File: src/verilog/prom_seq_pkg.sv
/*
   Constants and types for the PROM programming sequencer: register map,
   field layout, reset values, timing counts and state encodings.
   Assumes a 20 MHz system clock and an 8-bit PROM of up to 32K bytes.
*/
package prom_seq_pkg;

   // clock and array geometry
   localparam int CLK_HZ      = 20_000_000;
   localparam int CLK_MHZ     = CLK_HZ / 1_000_000;
   localparam int ADDR_W      = 15;
   localparam int DATA_W      = 8;
   localparam int TMR_W       = 20;
   localparam int APB_AW      = 12;

   // an erased cell reads all ones
   localparam logic [DATA_W-1:0] BLANK_VALUE = 8'hFF;

   // timing: least access time rounds up, others are counts of whole cycles
   localparam int ACCESS_NS     = 250;
   localparam int ACCESS_CYC    = (ACCESS_NS * CLK_MHZ + 999) / 1000;
   localparam int PULSE_US      = 1000;
   localparam int PULSE_CYC_DEF = PULSE_US * CLK_MHZ;
   localparam int CHORD_MS      = 20;
   localparam int CHORD_CYC_DEF = CHORD_MS * 1000 * CLK_MHZ;

   // register byte offsets
   localparam logic [APB_AW-1:0] OFS_LAST     = 12'h000;
   localparam logic [APB_AW-1:0] OFS_STATUS   = 12'h004;
   localparam logic [APB_AW-1:0] OFS_INT_STAT = 12'h008;
   localparam logic [APB_AW-1:0] OFS_INT_EN   = 12'h00C;
   localparam logic [APB_AW-1:0] OFS_INT_CLR  = 12'h010;
   localparam logic [APB_AW-1:0] OFS_FAIL     = 12'h014;

   // reset values
   localparam logic [ADDR_W-1:0] LAST_RST   = 15'h7FFF;
   localparam logic [2:0]        INT_EN_RST = 3'h0;

   // interrupt event bits
   localparam int EV_DONE  = 0;
   localparam int EV_ERR   = 1;
   localparam int EV_FAULT = 2;
   localparam int NUM_EV   = 3;

   // status register fields
   localparam int ST_STATE_LSB = 0;
   localparam int ST_BUSY      = 3;
   localparam int ST_BLANK     = 4;
   localparam int ST_WRITE     = 5;
   localparam int ST_CMP       = 6;
   localparam int ST_ERR       = 7;
   localparam int ST_CPU       = 8;
   localparam int ST_POWER     = 9;

   // gray along idle, chord, blank, program, compare
   typedef enum logic [2:0] {
      S_IDLE  = 3'h0,
      S_CHORD = 3'h1,
      S_BLANK = 3'h3,
      S_PROG  = 3'h2,
      S_CMP   = 3'h6,
      S_COPY  = 3'h7,
      S_ERR   = 3'h5
   } state_t;

   typedef enum logic [1:0] {
      P_ADDR  = 2'h0,
      P_WAIT  = 2'h1,
      P_PULSE = 2'h3
   } phase_t;

endpackage

File: src/verilog/prom_program_sequencer.sv
/*
   PROM programming sequencer: three pushbuttons start blank check, write with
   blank check and verify, compare, and PROM-to-RAM transfer with compare;
   lamps follow each step, status and interrupts are reached over APB.
   Assumes an asynchronous PROM with read strobe and program pulse, and a user
   RAM whose read data is valid a few cycles after its address.
*/
// Operation
// - blank button checks PROM fully erased
// - blank failure keeps blank lamp, lights error
// - write button: blank check, program, verify
// - lamps step blank, write, compare, off
// - verify mismatch keeps compare lamp, lights error
// - compare button compares PROM against RAM
// - error lamp lights on any failed step
// - error button clears error and compare lamps
// - write plus compare copies PROM into RAM
// - after copy, compare with write lamp dark
// - copy compare mismatch lights error lamp
// - fault lamp mirrors controller fault indicator
// - power lamp shows supply present and good
`timescale 1ns/100ps
module prom_program_sequencer #(
   parameter logic [prom_seq_pkg::TMR_W-1:0] PULSE_CYC = 20'(prom_seq_pkg::PULSE_CYC_DEF),
   parameter logic [prom_seq_pkg::TMR_W-1:0] CHORD_CYC = 20'(prom_seq_pkg::CHORD_CYC_DEF)
) (
   input  wire logic                              clk_sys_i,
   input  wire logic                              arst_n_i,
   input  wire logic                              psel_i,
   input  wire logic                              penable_i,
   input  wire logic                              pwrite_i,
   input  wire logic [prom_seq_pkg::APB_AW-1:0]   paddr_i,
   input  wire logic [31:0]                       pwdata_i,
   output logic      [31:0]                       prdata_o,
   output logic                                   pready_o,
   output logic                                   pslverr_o,
   output logic                                   irq_o,
   input  wire logic                              blank_button_i,
   input  wire logic                              write_button_i,
   input  wire logic                              compare_button_i,
   input  wire logic                              error_button_i,
   input  wire logic                              cpu_fault_i,
   input  wire logic                              supply_ok_i,
   output logic                                   blank_lamp_o,
   output logic                                   write_lamp_o,
   output logic                                   compare_button_lamp_o,
   output logic                                   error_lamp_o,
   output logic                                   cpu_fault_lamp_o,
   output logic                                   power_lamp_o,
   output logic      [prom_seq_pkg::ADDR_W-1:0]   prom_addr_o,
   input  wire logic [prom_seq_pkg::DATA_W-1:0]   prom_data_i,
   output logic      [prom_seq_pkg::DATA_W-1:0]   prom_data_o,
   output logic                                   prom_data_oe_o,
   output logic                                   prom_read_n_o,
   output logic                                   prom_prog_o,
   output logic      [prom_seq_pkg::ADDR_W-1:0]   ram_addr_o,
   input  wire logic [prom_seq_pkg::DATA_W-1:0]   ram_rdata_i,
   output logic      [prom_seq_pkg::DATA_W-1:0]   ram_wdata_o,
   output logic                                   ram_we_o
);

   prom_seq_pkg::state_t                    state_reg;
   prom_seq_pkg::phase_t                    phase_reg;
   logic [prom_seq_pkg::ADDR_W-1:0]         addr_reg;
   logic [prom_seq_pkg::ADDR_W-1:0]         last_reg;
   logic [prom_seq_pkg::ADDR_W-1:0]         fail_reg;
   logic                                    wr_seq_reg;
   logic                                    err_blank_reg;
   logic                                    wr_seen_reg;
   logic                                    cmp_seen_reg;
   logic                                    tmr_start_reg;
   logic [prom_seq_pkg::TMR_W-1:0]          tmr_load_reg;
   logic                                    tmr_done;
   logic                                    ev_done_reg;
   logic                                    ev_err_reg;
   logic                                    fault_seen_reg;
   logic [prom_seq_pkg::NUM_EV-1:0]         int_stat_reg;
   logic [prom_seq_pkg::NUM_EV-1:0]         int_en_reg;
   logic [prom_seq_pkg::NUM_EV-1:0]         int_clr;
   logic [prom_seq_pkg::NUM_EV-1:0]         ev_vec;
   logic                                    apb_wr;
   logic [31:0]                             rd_data;
   logic                                    rd_hit;
   logic                                    blank_lvl;
   logic                                    blank_press;
   logic                                    wr_lvl;
   logic                                    wr_press;
   logic                                    cmp_lvl;
   logic                                    cmp_press;
   logic                                    err_lvl;
   logic                                    err_press;
   logic                                    scan_mismatch;
   logic                                    scan_last;

   press_detect u_blank (
      .clk_sys_i (clk_sys_i),
      .arst_n_i  (arst_n_i),
      .btn_i     (blank_button_i),
      .level_o   (blank_lvl),
      .press_o   (blank_press)
   );

   press_detect u_write (
      .clk_sys_i (clk_sys_i),
      .arst_n_i  (arst_n_i),
      .btn_i     (write_button_i),
      .level_o   (wr_lvl),
      .press_o   (wr_press)
   );

   press_detect u_compare (
      .clk_sys_i (clk_sys_i),
      .arst_n_i  (arst_n_i),
      .btn_i     (compare_button_i),
      .level_o   (cmp_lvl),
      .press_o   (cmp_press)
   );

   press_detect u_error (
      .clk_sys_i (clk_sys_i),
      .arst_n_i  (arst_n_i),
      .btn_i     (error_button_i),
      .level_o   (err_lvl),
      .press_o   (err_press)
   );

   step_timer #(
      .W (prom_seq_pkg::TMR_W)
   ) u_timer (
      .clk_sys_i (clk_sys_i),
      .arst_n_i  (arst_n_i),
      .start_i   (tmr_start_reg),
      .load_i    (tmr_load_reg),
      .done_o    (tmr_done)
   );

   // blank check compares against erased value, all others PROM against RAM
   assign scan_mismatch = (state_reg == prom_seq_pkg::S_BLANK) ? (prom_data_i != prom_seq_pkg::BLANK_VALUE)
                                                               : (prom_data_i != ram_rdata_i);
   assign scan_last     = (addr_reg == last_reg);

   // sequencer: one pass over the address range per step
   always_ff @(posedge clk_sys_i or negedge arst_n_i) begin
      if (!arst_n_i) begin
         state_reg      <= prom_seq_pkg::S_IDLE;
         phase_reg      <= prom_seq_pkg::P_ADDR;
         addr_reg       <= '0;
         fail_reg       <= '0;
         wr_seq_reg     <= 1'b0;
         err_blank_reg  <= 1'b0;
         wr_seen_reg    <= 1'b0;
         cmp_seen_reg   <= 1'b0;
         tmr_start_reg  <= 1'b0;
         tmr_load_reg   <= '0;
         ev_done_reg    <= 1'b0;
         ev_err_reg     <= 1'b0;
         prom_addr_o    <= '0;
         prom_data_o    <= '0;
         prom_data_oe_o <= 1'b0;
         prom_read_n_o  <= 1'b1;
         prom_prog_o    <= 1'b0;
         ram_addr_o     <= '0;
         ram_wdata_o    <= '0;
         ram_we_o       <= 1'b0;
      end else begin
         tmr_start_reg <= 1'b0;
         ev_done_reg   <= 1'b0;
         ev_err_reg    <= 1'b0;
         ram_we_o      <= 1'b0;
         case (state_reg)
            prom_seq_pkg::S_IDLE: begin
               addr_reg  <= '0;
               phase_reg <= prom_seq_pkg::P_ADDR;
               // presses outside idle never reach this branch
               if (blank_press) begin
                  state_reg  <= prom_seq_pkg::S_BLANK;
                  wr_seq_reg <= 1'b0;
               end else if (wr_press || cmp_press) begin
                  // wait a short window so a two-button chord is not split
                  state_reg     <= prom_seq_pkg::S_CHORD;
                  wr_seen_reg   <= wr_press;
                  cmp_seen_reg  <= cmp_press;
                  tmr_load_reg  <= CHORD_CYC;
                  tmr_start_reg <= 1'b1;
               end
            end
            prom_seq_pkg::S_CHORD: begin
               wr_seen_reg  <= wr_seen_reg | wr_lvl;
               cmp_seen_reg <= cmp_seen_reg | cmp_lvl;
               if (tmr_done) begin
                  if (wr_seen_reg && cmp_seen_reg) begin
                     state_reg <= prom_seq_pkg::S_COPY;
                  end else if (wr_seen_reg) begin
                     state_reg  <= prom_seq_pkg::S_BLANK;
                     wr_seq_reg <= 1'b1;
                  end else begin
                     state_reg  <= prom_seq_pkg::S_CMP;
                     wr_seq_reg <= 1'b0;
                  end
               end
            end
            prom_seq_pkg::S_BLANK,
            prom_seq_pkg::S_PROG,
            prom_seq_pkg::S_COPY,
            prom_seq_pkg::S_CMP: begin
               case (phase_reg)
                  prom_seq_pkg::P_ADDR: begin
                     prom_addr_o   <= addr_reg;
                     ram_addr_o    <= addr_reg;
                     prom_read_n_o <= (state_reg == prom_seq_pkg::S_PROG);
                     tmr_load_reg  <= prom_seq_pkg::TMR_W'(prom_seq_pkg::ACCESS_CYC);
                     tmr_start_reg <= 1'b1;
                     phase_reg     <= prom_seq_pkg::P_WAIT;
                  end
                  prom_seq_pkg::P_WAIT: begin
                     if (tmr_done) begin
                        if (state_reg == prom_seq_pkg::S_PROG) begin
                           prom_data_o    <= ram_rdata_i;
                           prom_data_oe_o <= 1'b1;
                           prom_prog_o    <= 1'b1;
                           tmr_load_reg   <= PULSE_CYC;
                           tmr_start_reg  <= 1'b1;
                           phase_reg      <= prom_seq_pkg::P_PULSE;
                        end else if (state_reg == prom_seq_pkg::S_COPY) begin
                           ram_wdata_o <= prom_data_i;
                           ram_we_o    <= 1'b1;
                           phase_reg   <= prom_seq_pkg::P_PULSE;
                        end else if (scan_mismatch) begin
                           // failure holds its own lamp and raises the error lamp
                           state_reg     <= prom_seq_pkg::S_ERR;
                           err_blank_reg <= (state_reg == prom_seq_pkg::S_BLANK);
                           fail_reg      <= addr_reg;
                           ev_err_reg    <= 1'b1;
                           prom_read_n_o <= 1'b1;
                        end else begin
                           phase_reg <= prom_seq_pkg::P_PULSE;
                        end
                     end
                  end
                  prom_seq_pkg::P_PULSE: begin
                     // programming waits out its pulse, other steps pass at once
                     if (tmr_done || state_reg != prom_seq_pkg::S_PROG) begin
                        prom_prog_o    <= 1'b0;
                        prom_data_oe_o <= 1'b0;
                        phase_reg      <= prom_seq_pkg::P_ADDR;
                        addr_reg       <= scan_last ? '0 : addr_reg + 15'h1;
                        if (scan_last) begin
                           prom_read_n_o <= 1'b1;
                           case (state_reg)
                              prom_seq_pkg::S_BLANK: begin
                                 state_reg   <= wr_seq_reg ? prom_seq_pkg::S_PROG
                                                           : prom_seq_pkg::S_IDLE;
                                 ev_done_reg <= ~wr_seq_reg;
                              end
                              prom_seq_pkg::S_PROG: begin
                                 state_reg <= prom_seq_pkg::S_CMP;
                              end
                              prom_seq_pkg::S_COPY: begin
                                 state_reg <= prom_seq_pkg::S_CMP;
                              end
                              default: begin
                                 state_reg   <= prom_seq_pkg::S_IDLE;
                                 ev_done_reg <= 1'b1;
                              end
                           endcase
                        end
                     end
                  end
                  default: begin
                     phase_reg <= prom_seq_pkg::P_ADDR;
                  end
               endcase
            end
            prom_seq_pkg::S_ERR: begin
               if (err_press) begin
                  state_reg     <= prom_seq_pkg::S_IDLE;
                  err_blank_reg <= 1'b0;
               end
            end
            default: begin
               state_reg <= prom_seq_pkg::S_IDLE;
            end
         endcase
      end
   end

   // lamps follow the step; a failure keeps the lamp of the failing step
   always_ff @(posedge clk_sys_i or negedge arst_n_i) begin
      if (!arst_n_i) begin
         blank_lamp_o          <= 1'b0;
         write_lamp_o          <= 1'b0;
         compare_button_lamp_o <= 1'b0;
         error_lamp_o          <= 1'b0;
         cpu_fault_lamp_o      <= 1'b0;
         power_lamp_o          <= 1'b0;
      end else begin
         blank_lamp_o          <= (state_reg == prom_seq_pkg::S_BLANK)
                                  || (state_reg == prom_seq_pkg::S_ERR && err_blank_reg);
         write_lamp_o          <= (state_reg == prom_seq_pkg::S_PROG)
                                  || (state_reg == prom_seq_pkg::S_COPY)
                                  || (state_reg == prom_seq_pkg::S_CHORD && wr_seen_reg);
         compare_button_lamp_o <= (state_reg == prom_seq_pkg::S_CMP)
                                  || (state_reg == prom_seq_pkg::S_COPY)
                                  || (state_reg == prom_seq_pkg::S_CHORD && cmp_seen_reg)
                                  || (state_reg == prom_seq_pkg::S_ERR && !err_blank_reg);
         error_lamp_o          <= (state_reg == prom_seq_pkg::S_ERR);
         cpu_fault_lamp_o      <= cpu_fault_i;
         power_lamp_o          <= supply_ok_i;
      end
   end

   // interrupt events: done, error, and a fault or supply loss appearing
   assign ev_vec  = {fault_seen_reg == 1'b0 && (cpu_fault_i || !supply_ok_i), ev_err_reg, ev_done_reg};
   assign apb_wr  = psel_i & penable_i & pwrite_i & pready_o;
   assign int_clr = (apb_wr && paddr_i == prom_seq_pkg::OFS_INT_CLR) ? pwdata_i[prom_seq_pkg::NUM_EV-1:0] : '0;

   always_ff @(posedge clk_sys_i or negedge arst_n_i) begin
      if (!arst_n_i) begin
         int_stat_reg   <= '0;
         fault_seen_reg <= 1'b0;
         irq_o          <= 1'b0;
      end else begin
         // a new event wins over a clear in the same cycle
         int_stat_reg   <= (int_stat_reg & ~int_clr) | ev_vec;
         fault_seen_reg <= cpu_fault_i | ~supply_ok_i;
         irq_o          <= |(int_stat_reg & int_en_reg);
      end
   end

   // read mux, sampled in the setup cycle so read data comes from a flop
   always_comb begin
      rd_data = '0;
      rd_hit  = 1'b1;
      case (paddr_i)
         prom_seq_pkg::OFS_LAST:     rd_data[prom_seq_pkg::ADDR_W-1:0] = last_reg;
         prom_seq_pkg::OFS_STATUS: begin
            rd_data[prom_seq_pkg::ST_STATE_LSB +: 3] = state_reg;
            rd_data[prom_seq_pkg::ST_BUSY]  = (state_reg != prom_seq_pkg::S_IDLE);
            rd_data[prom_seq_pkg::ST_BLANK] = blank_lamp_o;
            rd_data[prom_seq_pkg::ST_WRITE] = write_lamp_o;
            rd_data[prom_seq_pkg::ST_CMP]   = compare_button_lamp_o;
            rd_data[prom_seq_pkg::ST_ERR]   = error_lamp_o;
            rd_data[prom_seq_pkg::ST_CPU]   = cpu_fault_lamp_o;
            rd_data[prom_seq_pkg::ST_POWER] = power_lamp_o;
         end
         prom_seq_pkg::OFS_INT_STAT: rd_data[prom_seq_pkg::NUM_EV-1:0] = int_stat_reg;
         prom_seq_pkg::OFS_INT_EN:   rd_data[prom_seq_pkg::NUM_EV-1:0] = int_en_reg;
         prom_seq_pkg::OFS_INT_CLR:  rd_data = '0;
         prom_seq_pkg::OFS_FAIL:     rd_data[prom_seq_pkg::ADDR_W-1:0] = fail_reg;
         default:                    rd_hit  = 1'b0;
      endcase
   end

   // zero-wait slave: pready rises for the first access cycle
   always_ff @(posedge clk_sys_i or negedge arst_n_i) begin
      if (!arst_n_i) begin
         prdata_o   <= '0;
         pready_o   <= 1'b0;
         pslverr_o  <= 1'b0;
         last_reg   <= prom_seq_pkg::LAST_RST;
         int_en_reg <= prom_seq_pkg::INT_EN_RST;
      end else begin
         pready_o  <= psel_i & ~penable_i;
         pslverr_o <= psel_i & ~penable_i & ~rd_hit;
         prdata_o  <= (psel_i && !penable_i && !pwrite_i) ? rd_data : '0;
         // changing the range mid-pass would skip or overrun addresses
         if (apb_wr && paddr_i == prom_seq_pkg::OFS_LAST && state_reg == prom_seq_pkg::S_IDLE) begin
            last_reg <= pwdata_i[prom_seq_pkg::ADDR_W-1:0];
         end
         if (apb_wr && paddr_i == prom_seq_pkg::OFS_INT_EN) begin
            int_en_reg <= pwdata_i[prom_seq_pkg::NUM_EV-1:0];
         end
      end
   end

endmodule

File: src/verilog/press_detect.sv
/*
   Pushbutton press detector: registered level and a one-cycle press pulse.
   Assumes the button input is already clean and synchronous to clk_sys_i.
*/
`timescale 1ns/100ps
module press_detect (
   input  wire logic clk_sys_i,
   input  wire logic arst_n_i,
   input  wire logic btn_i,
   output logic      level_o,
   output logic      press_o
);

   always_ff @(posedge clk_sys_i or negedge arst_n_i) begin
      if (!arst_n_i) begin
         level_o <= 1'b0;
         press_o <= 1'b0;
      end else begin
         level_o <= btn_i;
         press_o <= btn_i & ~level_o;
      end
   end

endmodule

File: src/verilog/step_timer.sv
/*
   Down-counting one-shot timer: start loads a count, done pulses one cycle
   after the count has run out. Assumes a load value of at least one.
*/
`timescale 1ns/100ps
module step_timer #(
   parameter int W = 20
) (
   input  wire logic         clk_sys_i,
   input  wire logic         arst_n_i,
   input  wire logic         start_i,
   input  wire logic [W-1:0] load_i,
   output logic              done_o
);

   logic [W-1:0] cnt_reg;
   logic         busy_reg;

   always_ff @(posedge clk_sys_i or negedge arst_n_i) begin
      if (!arst_n_i) begin
         cnt_reg  <= '0;
         busy_reg <= 1'b0;
         done_o   <= 1'b0;
      end else if (start_i) begin
         cnt_reg  <= load_i;
         busy_reg <= 1'b1;
         done_o   <= 1'b0;
      end else if (busy_reg && cnt_reg <= W'(1)) begin
         busy_reg <= 1'b0;
         done_o   <= 1'b1;
      end else begin
         cnt_reg  <= busy_reg ? cnt_reg - W'(1) : cnt_reg;
         done_o   <= 1'b0;
      end
   end

endmodule

File: config.mk
export PLATFORM = sky130hd
export DESIGN_NAME = prom_program_sequencer
export DESIGN_NICKNAME = d
export VERILOG_FILES = /design/src/verilog/prom_seq_pkg.sv /design/src/verilog/prom_program_sequencer.sv /design/src/verilog/press_detect.sv /design/src/verilog/step_timer.sv
export SDC_FILE = /design/constraint.sdc
export NUM_CORES = 1
export LEC_CHECK = 0
export BUFFER_PORTS_ARGS = -buffer_cell sky130_fd_sc_hd__buf_2
export CORE_MARGIN = 2
export CORE_UTILIZATION = 55
export CTS_BUF_LIST = sky130_fd_sc_hd__clkbuf_16
export CTS_CLUSTER_DIAMETER = 100
export DETAILED_ROUTE_END_ITERATION = 10
export PLACE_DENSITY = 0.8
export SLEW_MARGIN = 40
export SYNTH_ARGS = -nofsm -noshare
export SYNTH_HDL_FRONTEND = slang
export SYNTH_HIERARCHICAL = 1
export SYNTH_SLANG_ARGS = --single-unit
File: constraint.sdc
create_clock -name clk_sys_i -period 3.55 [get_ports clk_sys_i]
set_input_delay 1.065 -clock clk_sys_i [delete_from_list [all_inputs] [get_ports clk_sys_i]]
set_output_delay 1.065 -clock clk_sys_i [all_outputs]
set_load 0.03 [all_outputs]
==> flow_metrics.tcl, run 1 <==
set metrics [dict create \
    antenna_cells 0 \
    cts_resized 0 \
    min_delay_worst_endpoint "int_stat_reg[1]" \
    critPathMaxStageDelay_ps 560 \
    timing.final.crit_share 0.8163 \
    nature_of_the_critical_path_endpoint "flop" \
    netlist_top_cells_area "sky130_fd_sc_hd__dfrtp_1 (46%), sky130_fd_sc_hd__mux2_2 (8.7%), sky130_fd_sc_hd__dfstp_2 (5.5%)" \
    clk-insertion-delay-late_ps 420 \
    worst-r2r-cell-count 8 \
    port_buffers 127 \
    synth_flop_cell "sky130_fd_sc_hd__dfrtp_1" \
    numClockSinks 156 \
    clockBufferDepth 2 \
    globalRouteOverflowTotal 0 \
    vias_per_cell 5.796 \
    numPlacedInstances 992 \
    design.portCount 162 \
    drt-initial-drc-count 555 \
    most_used_standard_cell_by_instance_count_after_synthesis "sky130_fd_sc_hd__dfrtp_1" \
    yosysUniqueCellTypes 69 \
    tritoncts "built" \
    vertical_die_dimension_um 122.0 \
    fin_setup_tns_ps 0 \
    synthesis.instances 710 \
    antenna_found_initial 0 \
    netlist_top_cells_count "sky130_fd_sc_hd__dfrtp_1 (140), sky130_fd_sc_hd__nor2_1 (69), sky130_fd_sc_hd__mux2_2 (59)" \
    design.core.area_um2 13720 \
    fin_crit_ps 2898 \
    synth_area_um2 7659 \
    first_pass_iters 6 \
    unrepaired_setup_endpoints_after_global_routing "false" \
    drcViolationCount 0 \
    first_global_vias 5596 \
    gp_routability_congestion 0.9134 \
    fin_worst_hold_slack_ps 427.9 \
    synth_seq_area_share 0.5123 \
    worst-setup-path-type "flop to flop" \
    placement.setup.worst_slack_ps 549.1 \
    setup-violations-final 0 \
    detail-route-antenna-nets 0 \
    hold-path-cell-count 1 \
    area_growth_from_synthesis_to_layout_pct 17.01 \
    power_per_cell_area_nw_per_um2 425.0 \
    worstPathBufferInverterCount 1 \
    r2r_start "state_reg[0]" \
    layoutNonFillerInstCount 1025 \
    worst_hold_startpoint "ev_err_reg" \
    post-layout-total-power_mw 3.809 \
    timing.critical_path.slowest_stage_cell "sky130_fd_sc_hd__dfrtp_1" \
    max_slew.worst_pin.slew_ps 803.8 \
    core.rowCount 43 \
    die-width_um 122.0 \
    final_critical_path_setup_slack_ps 652.1 \
    largest_register_ff_count 20 \
    grt_pass1_wl_um 27910 \
    track_usage 0.2424 \
    timing.critical_path.mode_cell "sky130_fd_sc_hd__or3_1" \
    cp_max_fo 16 \
    fmaxAchievable_mhz 345.1 \
    starting_utilization_of_the_core_area 0.5582 \
    net_total_in_the_final_layout 909 \
    flops_latches_synth 156 \
    finalHoldViolations 0 \
    syn-mean-instance-area_um2 10.79 \
    total_vias_in_the_final_route 5941 \
    finalClockSkew_ps 5.532 \
    synthDominantCellAreaShare 0.4574 \
    post_cts_setup_bufs 0 \
    drive_above_1_share 0.3207 \
    grt_start_max_net_pins 75 \
    ff2ff_setup_slack_ps 650 \
    cpLargestDelayFamily "simple AND/OR/NAND/NOR gates" \
    number_of_flops_mapped_to_enable_cells_by_yosys 0 \
    cts_inserted_buffers 17 \
    number_of_h_tree_levels 4 \
    final_max_slew_viol_count 0 \
    critical_path_required_ps 3860 \
    postSynth.asyncResetShare 1.000 \
    synth_area_leader_cell "sky130_fd_sc_hd__dfrtp_1" \
    design.die.area_um2 14890 \
    vdd_drop_max_mv 0.3015 \
    cts.clk_slew.worst_paths_ps 60 \
    cts_hold_bufs 0 \
    run_status "finished, final reports clean" \
    wl_per_cell_um 17.09 \
    drv.max_cap_violation_count 0 \
    clock-root-buffer "sky130_fd_sc_hd__clkbuf_16" \
    critical_path.startpoint_type "flop" \
    finalWirelength_um 17520 \
    post-dp-hpwl_um 12290 \
    path_cells "and3b_1 -> or3_1 -> a21oi_1 -> a311o_1 -> and3_1 -> or3_1 -> buf_4 -> mux2_4" \
    critPathArrivalTime_ps 3200 \
    timing.max_slew.rel_slack 0.4621 \
    leak_pwr_nw 4.549 \
    holdCritPathClass "flop to flop" \
    synthesis.yosys.warnings 6 \
    reg2reg_to "fail_reg[10]" \
]
## layer usage
layer / part of all wire / vias up / track usage
met5: 0 / - / 0
met4: 0.018 / 0 / 0.09195
met3: 0.067 / 28 / 0.05290
met2: 0.46 / 235 / 0.3719
met1: 0.45 / 2925 / 0.3394
li1: - / 2753 / -
## cells in the final DEF, fill, tap and decap left out, types with 7 or more instances in the layout
master                      instances
sky130_fd_sc_hd__buf_2            126
sky130_fd_sc_hd__conb_1            26
sky130_fd_sc_hd__o21ai_0           24
sky130_fd_sc_hd__buf_4             16
sky130_fd_sc_hd__mux2_2            59
sky130_fd_sc_hd__nor3_1            22
sky130_fd_sc_hd__inv_1             26
sky130_fd_sc_hd__clkbuf_16         17
sky130_fd_sc_hd__nand2_1           41
sky130_fd_sc_hd__a31oi_1           13
sky130_fd_sc_hd__nand4_1            8
sky130_fd_sc_hd__nand3_1           16
sky130_fd_sc_hd__mux2_4             9
sky130_fd_sc_hd__dfstp_2           16
sky130_fd_sc_hd__dfrtp_1          140
sky130_fd_sc_hd__a222oi_1          11
sky130_fd_sc_hd__o22ai_1            7
sky130_fd_sc_hd__a22o_1             8
sky130_fd_sc_hd__nor2_1            69
sky130_fd_sc_hd__a21oi_1           32
sky130_fd_sc_hd__xnor2_1            9
sky130_fd_sc_hd__nor4_1            13
sky130_fd_sc_hd__xor2_1            22
## layout make-up
cell class / instances / area, um^2
Clock buffer: 17 / 425.4
Inverter: 24 / 90.09
Clock inverter: 15 / 182.7
Timing Repair Buffer: 145 / 787.0
Sequential cell: 156 / 3924
Fill cell: 1091 / 4758
Multi-Input combinational cell: 488 / 3327
Tap cell: 180 / 225.2
## logic make-up (layout without fill, tap and decap cells)
group	count (synthesis)	count (layout)	synth area share
simple gates	219	219	0.1479
flops	156	156	0.5123
compound gates	137	137	0.1220
buf+inv	91	201	0.06633
mux	69	69	0.1057
xor+xnor	31	31	0.03545
fa+ha+maj	6	6	0.009802
other cells	1	26	0.0004896
## worst reg2reg max path, cell delays in order, from the launching register on
cell	delay [ps]
sky130_fd_sc_hd__dfrtp_1	560
sky130_fd_sc_hd__and3b_1	520
sky130_fd_sc_hd__or3_1	180
sky130_fd_sc_hd__a21oi_1	50
sky130_fd_sc_hd__a311o_1	310
sky130_fd_sc_hd__and3_1	210
sky130_fd_sc_hd__or3_1	380
sky130_fd_sc_hd__buf_4	240
sky130_fd_sc_hd__mux2_4	330
## worst max-delay path by stage
stage | start | end | slack (ps) | depth (start not counted)
floorplan | paddr_i[7] | last_reg[10] | 690 | 6
global placement | prom_data_i[1] | fail_reg[12] | 620 | 8
detailed placement | prom_data_i[1] | fail_reg[10] | 550 | 8
CTS | state_reg[0] | fail_reg[10] | 670 | 8
global route | state_reg[0] | fail_reg[6] | 550 | 8
finish | state_reg[0] | fail_reg[10] | 650 | 8
## power breakdown
group | internal (mW) | total (mW) | leakage (nW) | switching (mW)
sequential | 1.79 | 1.80 | 2.04 | 0.00726
combinational | 0.0444 | 0.143 | 2.21 | 0.0990
clock | 1.16 | 1.87 | 0.304 | 0.707
## metrics by stage
stage            util  area, um^2
6_report       0.6532        8961
2_1_floorplan       -        7752
5_1_grt        0.6532        8961
3_5_place_dp   0.6085        8348
3_3_place_gp   0.6085        8348
4_1_cts        0.6528        8956
Note: power is estimated with default switching activity, not from simulation.
==> inputs of run 2 (changes only) <==
- clock period: 3.55 -> 2.8 ns (I/O delays scaled with it)
==> run 2 against run 1 <==
  * Sequential power rose by 27%
  * Count of clock-buffer cells in the layout did not move
  * Combinational power up 28%
  * Global-route usage up 1.2 points
  * Sequential share of layout area fell by 0.34 points
  * Clock power rose by 20%
  * Sequential cell count stayed put
  * First-iteration DRC count fell by 8.1%
  * Total power grew 24%
  * Critical path type unchanged
  * Largest cell class unchanged
  * Largest power group is now sequential cells
==> flow_metrics.tcl, run 2 (synthesis gave the netlist of run 1 again) <==
set metrics [dict create \
    starting_utilization_of_the_core_area 0.5582 \
    comb_power_share 0.039 \
    r2r_start "state_reg[2]" \
    grt_pass1_wl_um 29170 \
    placement.setup.worst_slack_ps 122.4 \
    clock-root-buffer "sky130_fd_sc_hd__clkbuf_16" \
    antenna_found_initial 0 \
    net_total_in_the_final_layout 919 \
    sequentialPowerShare 0.483 \
    nature_of_the_critical_path_endpoint "flop" \
    vertical_die_dimension_um 122.0 \
    vias_per_cell 5.835 \
    critical_path_required_ps 3110 \
    largest_register_ff_count 20 \
    run_status "finished, final reports clean" \
    unrepaired_setup_endpoints_after_global_routing "false" \
    mostFrequentLayoutCell "sky130_fd_sc_hd__dfrtp_1" \
    port_buffers 127 \
    design.portCount 162 \
    globalRouteOverflowTotal 0 \
    critPathArrivalTime_ps 2950 \
    track_usage 0.2543 \
    drv.max_cap_violation_count 0 \
    antenna_cells 0 \
    fin_crit_ps 2634 \
    cts_hold_bufs 0 \
    fmaxAchievable_mhz 379.6 \
    max_slew.worst_pin.slew_ps 736.9 \
    setup-violations-final 0 \
    layoutNonFillerInstCount 1035 \
    number_of_h_tree_levels 4 \
    cts_inserted_buffers 17 \
    ff2ff_setup_slack_ps 170 \
    placement.cell_area_um2 8456 \
    critical_path.startpoint_type "flop" \
    fin_setup_tns_ps 0 \
    first_pass_iters 8 \
    finalClockSkew_ps 11.14 \
    total_vias_in_the_final_route 6039 \
    reg2reg_to "state_reg[2]" \
    vdd_drop_max_mv 0.3928 \
    p_sw_frac 0.2284 \
    drcViolationCount 0 \
    timing.final.crit_share 0.9409 \
    clockBufferDepth 2 \
    final_max_slew_viol_count 0 \
    layout_common_cells "sky130_fd_sc_hd__dfrtp_1 (140), sky130_fd_sc_hd__buf_2 (126), sky130_fd_sc_hd__nor2_1 (69)" \
    p_sw_mw 1.075 \
    finalCoreUtilization 0.6583 \
    startpoint "state_reg[2]" \
    grt_start_max_net_pins 66 \
    post_cts_setup_bufs 0 \
    post-dp-hpwl_um 12660 \
    cts.clk_slew.worst_paths_ps 60 \
    gp_routability_congestion 0.8924 \
    cp_max_fo 8 \
    core.rowCount 43 \
    postLayoutCellArea_um2 9031 \
    finalHoldViolations 0 \
    tritoncts "built" \
    fin_worst_hold_slack_ps 404.4 \
    setup.worst_path.end "state_reg[2]" \
    leak_pwr_nw 4.591 \
    wl_per_cell_um 17.37 \
    timing.max_slew.rel_slack 0.5064 \
    drt-initial-drc-count 510 \
    clk-insertion-delay-late_ps 430 \
    drive_above_1_share 0.3322 \
    post-layout-total-power_mw 4.709 \
    area_growth_from_synthesis_to_layout_pct 17.92 \
    worst-r2r-cell-count 9 \
    internal_power_mw 3.634 \
    detail-route-antenna-nets 0 \
    first_global_vias 5813 \
    holdCritPathClass "input pin to async pin" \
    numClockSinks 156 \
    final_critical_path_setup_slack_ps 165.5 \
    numPlacedInstances 1003 \
    design.core.area_um2 13720 \
    power_per_cell_area_nw_per_um2 521.4 \
    cts_resized 0 \
    design.die.area_um2 14890 \
    die-width_um 122.0 \
    finalWirelength_um 17980 \
    fillCellCount 1075 \
    worst-setup-path-type "flop to flop" \
    power.clock.fraction 0.478 \
]
## run 2: cell types whose count changed in the layout (fill, tap and decap cells not counted), sizes merged
| cell | change |
|---|---|
| buf | +11 |
| bufinv | -2 |
| clkbuf | -1 |
| clkinv | +1 |
| clkinvlp | +1 |
## run 2: area by class of cell
type | instances | area [um^2] | share of cell area
clock buffer | 17 | 425.4 | 0.04710
clock inverter | 15 | 150.1 | 0.01663
inverter | 24 | 90.09 | 0.009975
multi-input combinational | 488 | 3327 | 0.3684
sequential | 156 | 3924 | 0.4345
tap | 180 | 225.2 | 0.02494
timing repair buffer | 155 | 889.6 | 0.09850
## run 2: worst max-delay path, stage by stage (launching register included)
cell                      delay, ps
sky130_fd_sc_hd__dfrtp_1        370
sky130_fd_sc_hd__and3b_1        340
sky130_fd_sc_hd__buf_4          210
sky130_fd_sc_hd__nor2_1          60
sky130_fd_sc_hd__xnor2_1        120
sky130_fd_sc_hd__nor4_1         420
sky130_fd_sc_hd__and3_1         280
sky130_fd_sc_hd__buf_4          180
sky130_fd_sc_hd__a311o_1        200
sky130_fd_sc_hd__mux2_2         340
## run 2: power by group through the flow
stage	sequential [mW]	combinational (mW)	clock, mW
after detailed placement	2.32	0.185	0
after global placement	2.32	0.182	0
after CTS	2.28	0.186	2.27
after global routing	2.28	0.205	2.36
final	2.28	0.183	2.25
after floorplan	2.32	0.0864	0
## run 2: routing by layer
| metal | track usage | up-vias | wire, um |
|---|---|---|---|
| met5 | 0 | - | 0 |
| met4 | 0.09267 | 0 | 407 |
| met3 | 0.05899 | 41 | 1201 |
| met2 | 0.4064 | 234 | 8604 |
| met1 | 0.3408 | 3000 | 7766 |
| li1 | - | 2764 | - |
## run 2: worst min path at each step
stage	start	endpoint	slack (ps)	depth (start not counted)
after global routing	arst_n_i	int_stat_reg[2]	460	1
after floorplan	ev_done_reg	int_stat_reg[0]	400	1
final	arst_n_i	int_stat_reg[0]	400	1
after detailed placement	ev_err_reg	int_stat_reg[1]	420	1
after global placement	ev_done_reg	int_stat_reg[0]	410	1
after CTS	arst_n_i	int_stat_reg[2]	430	1
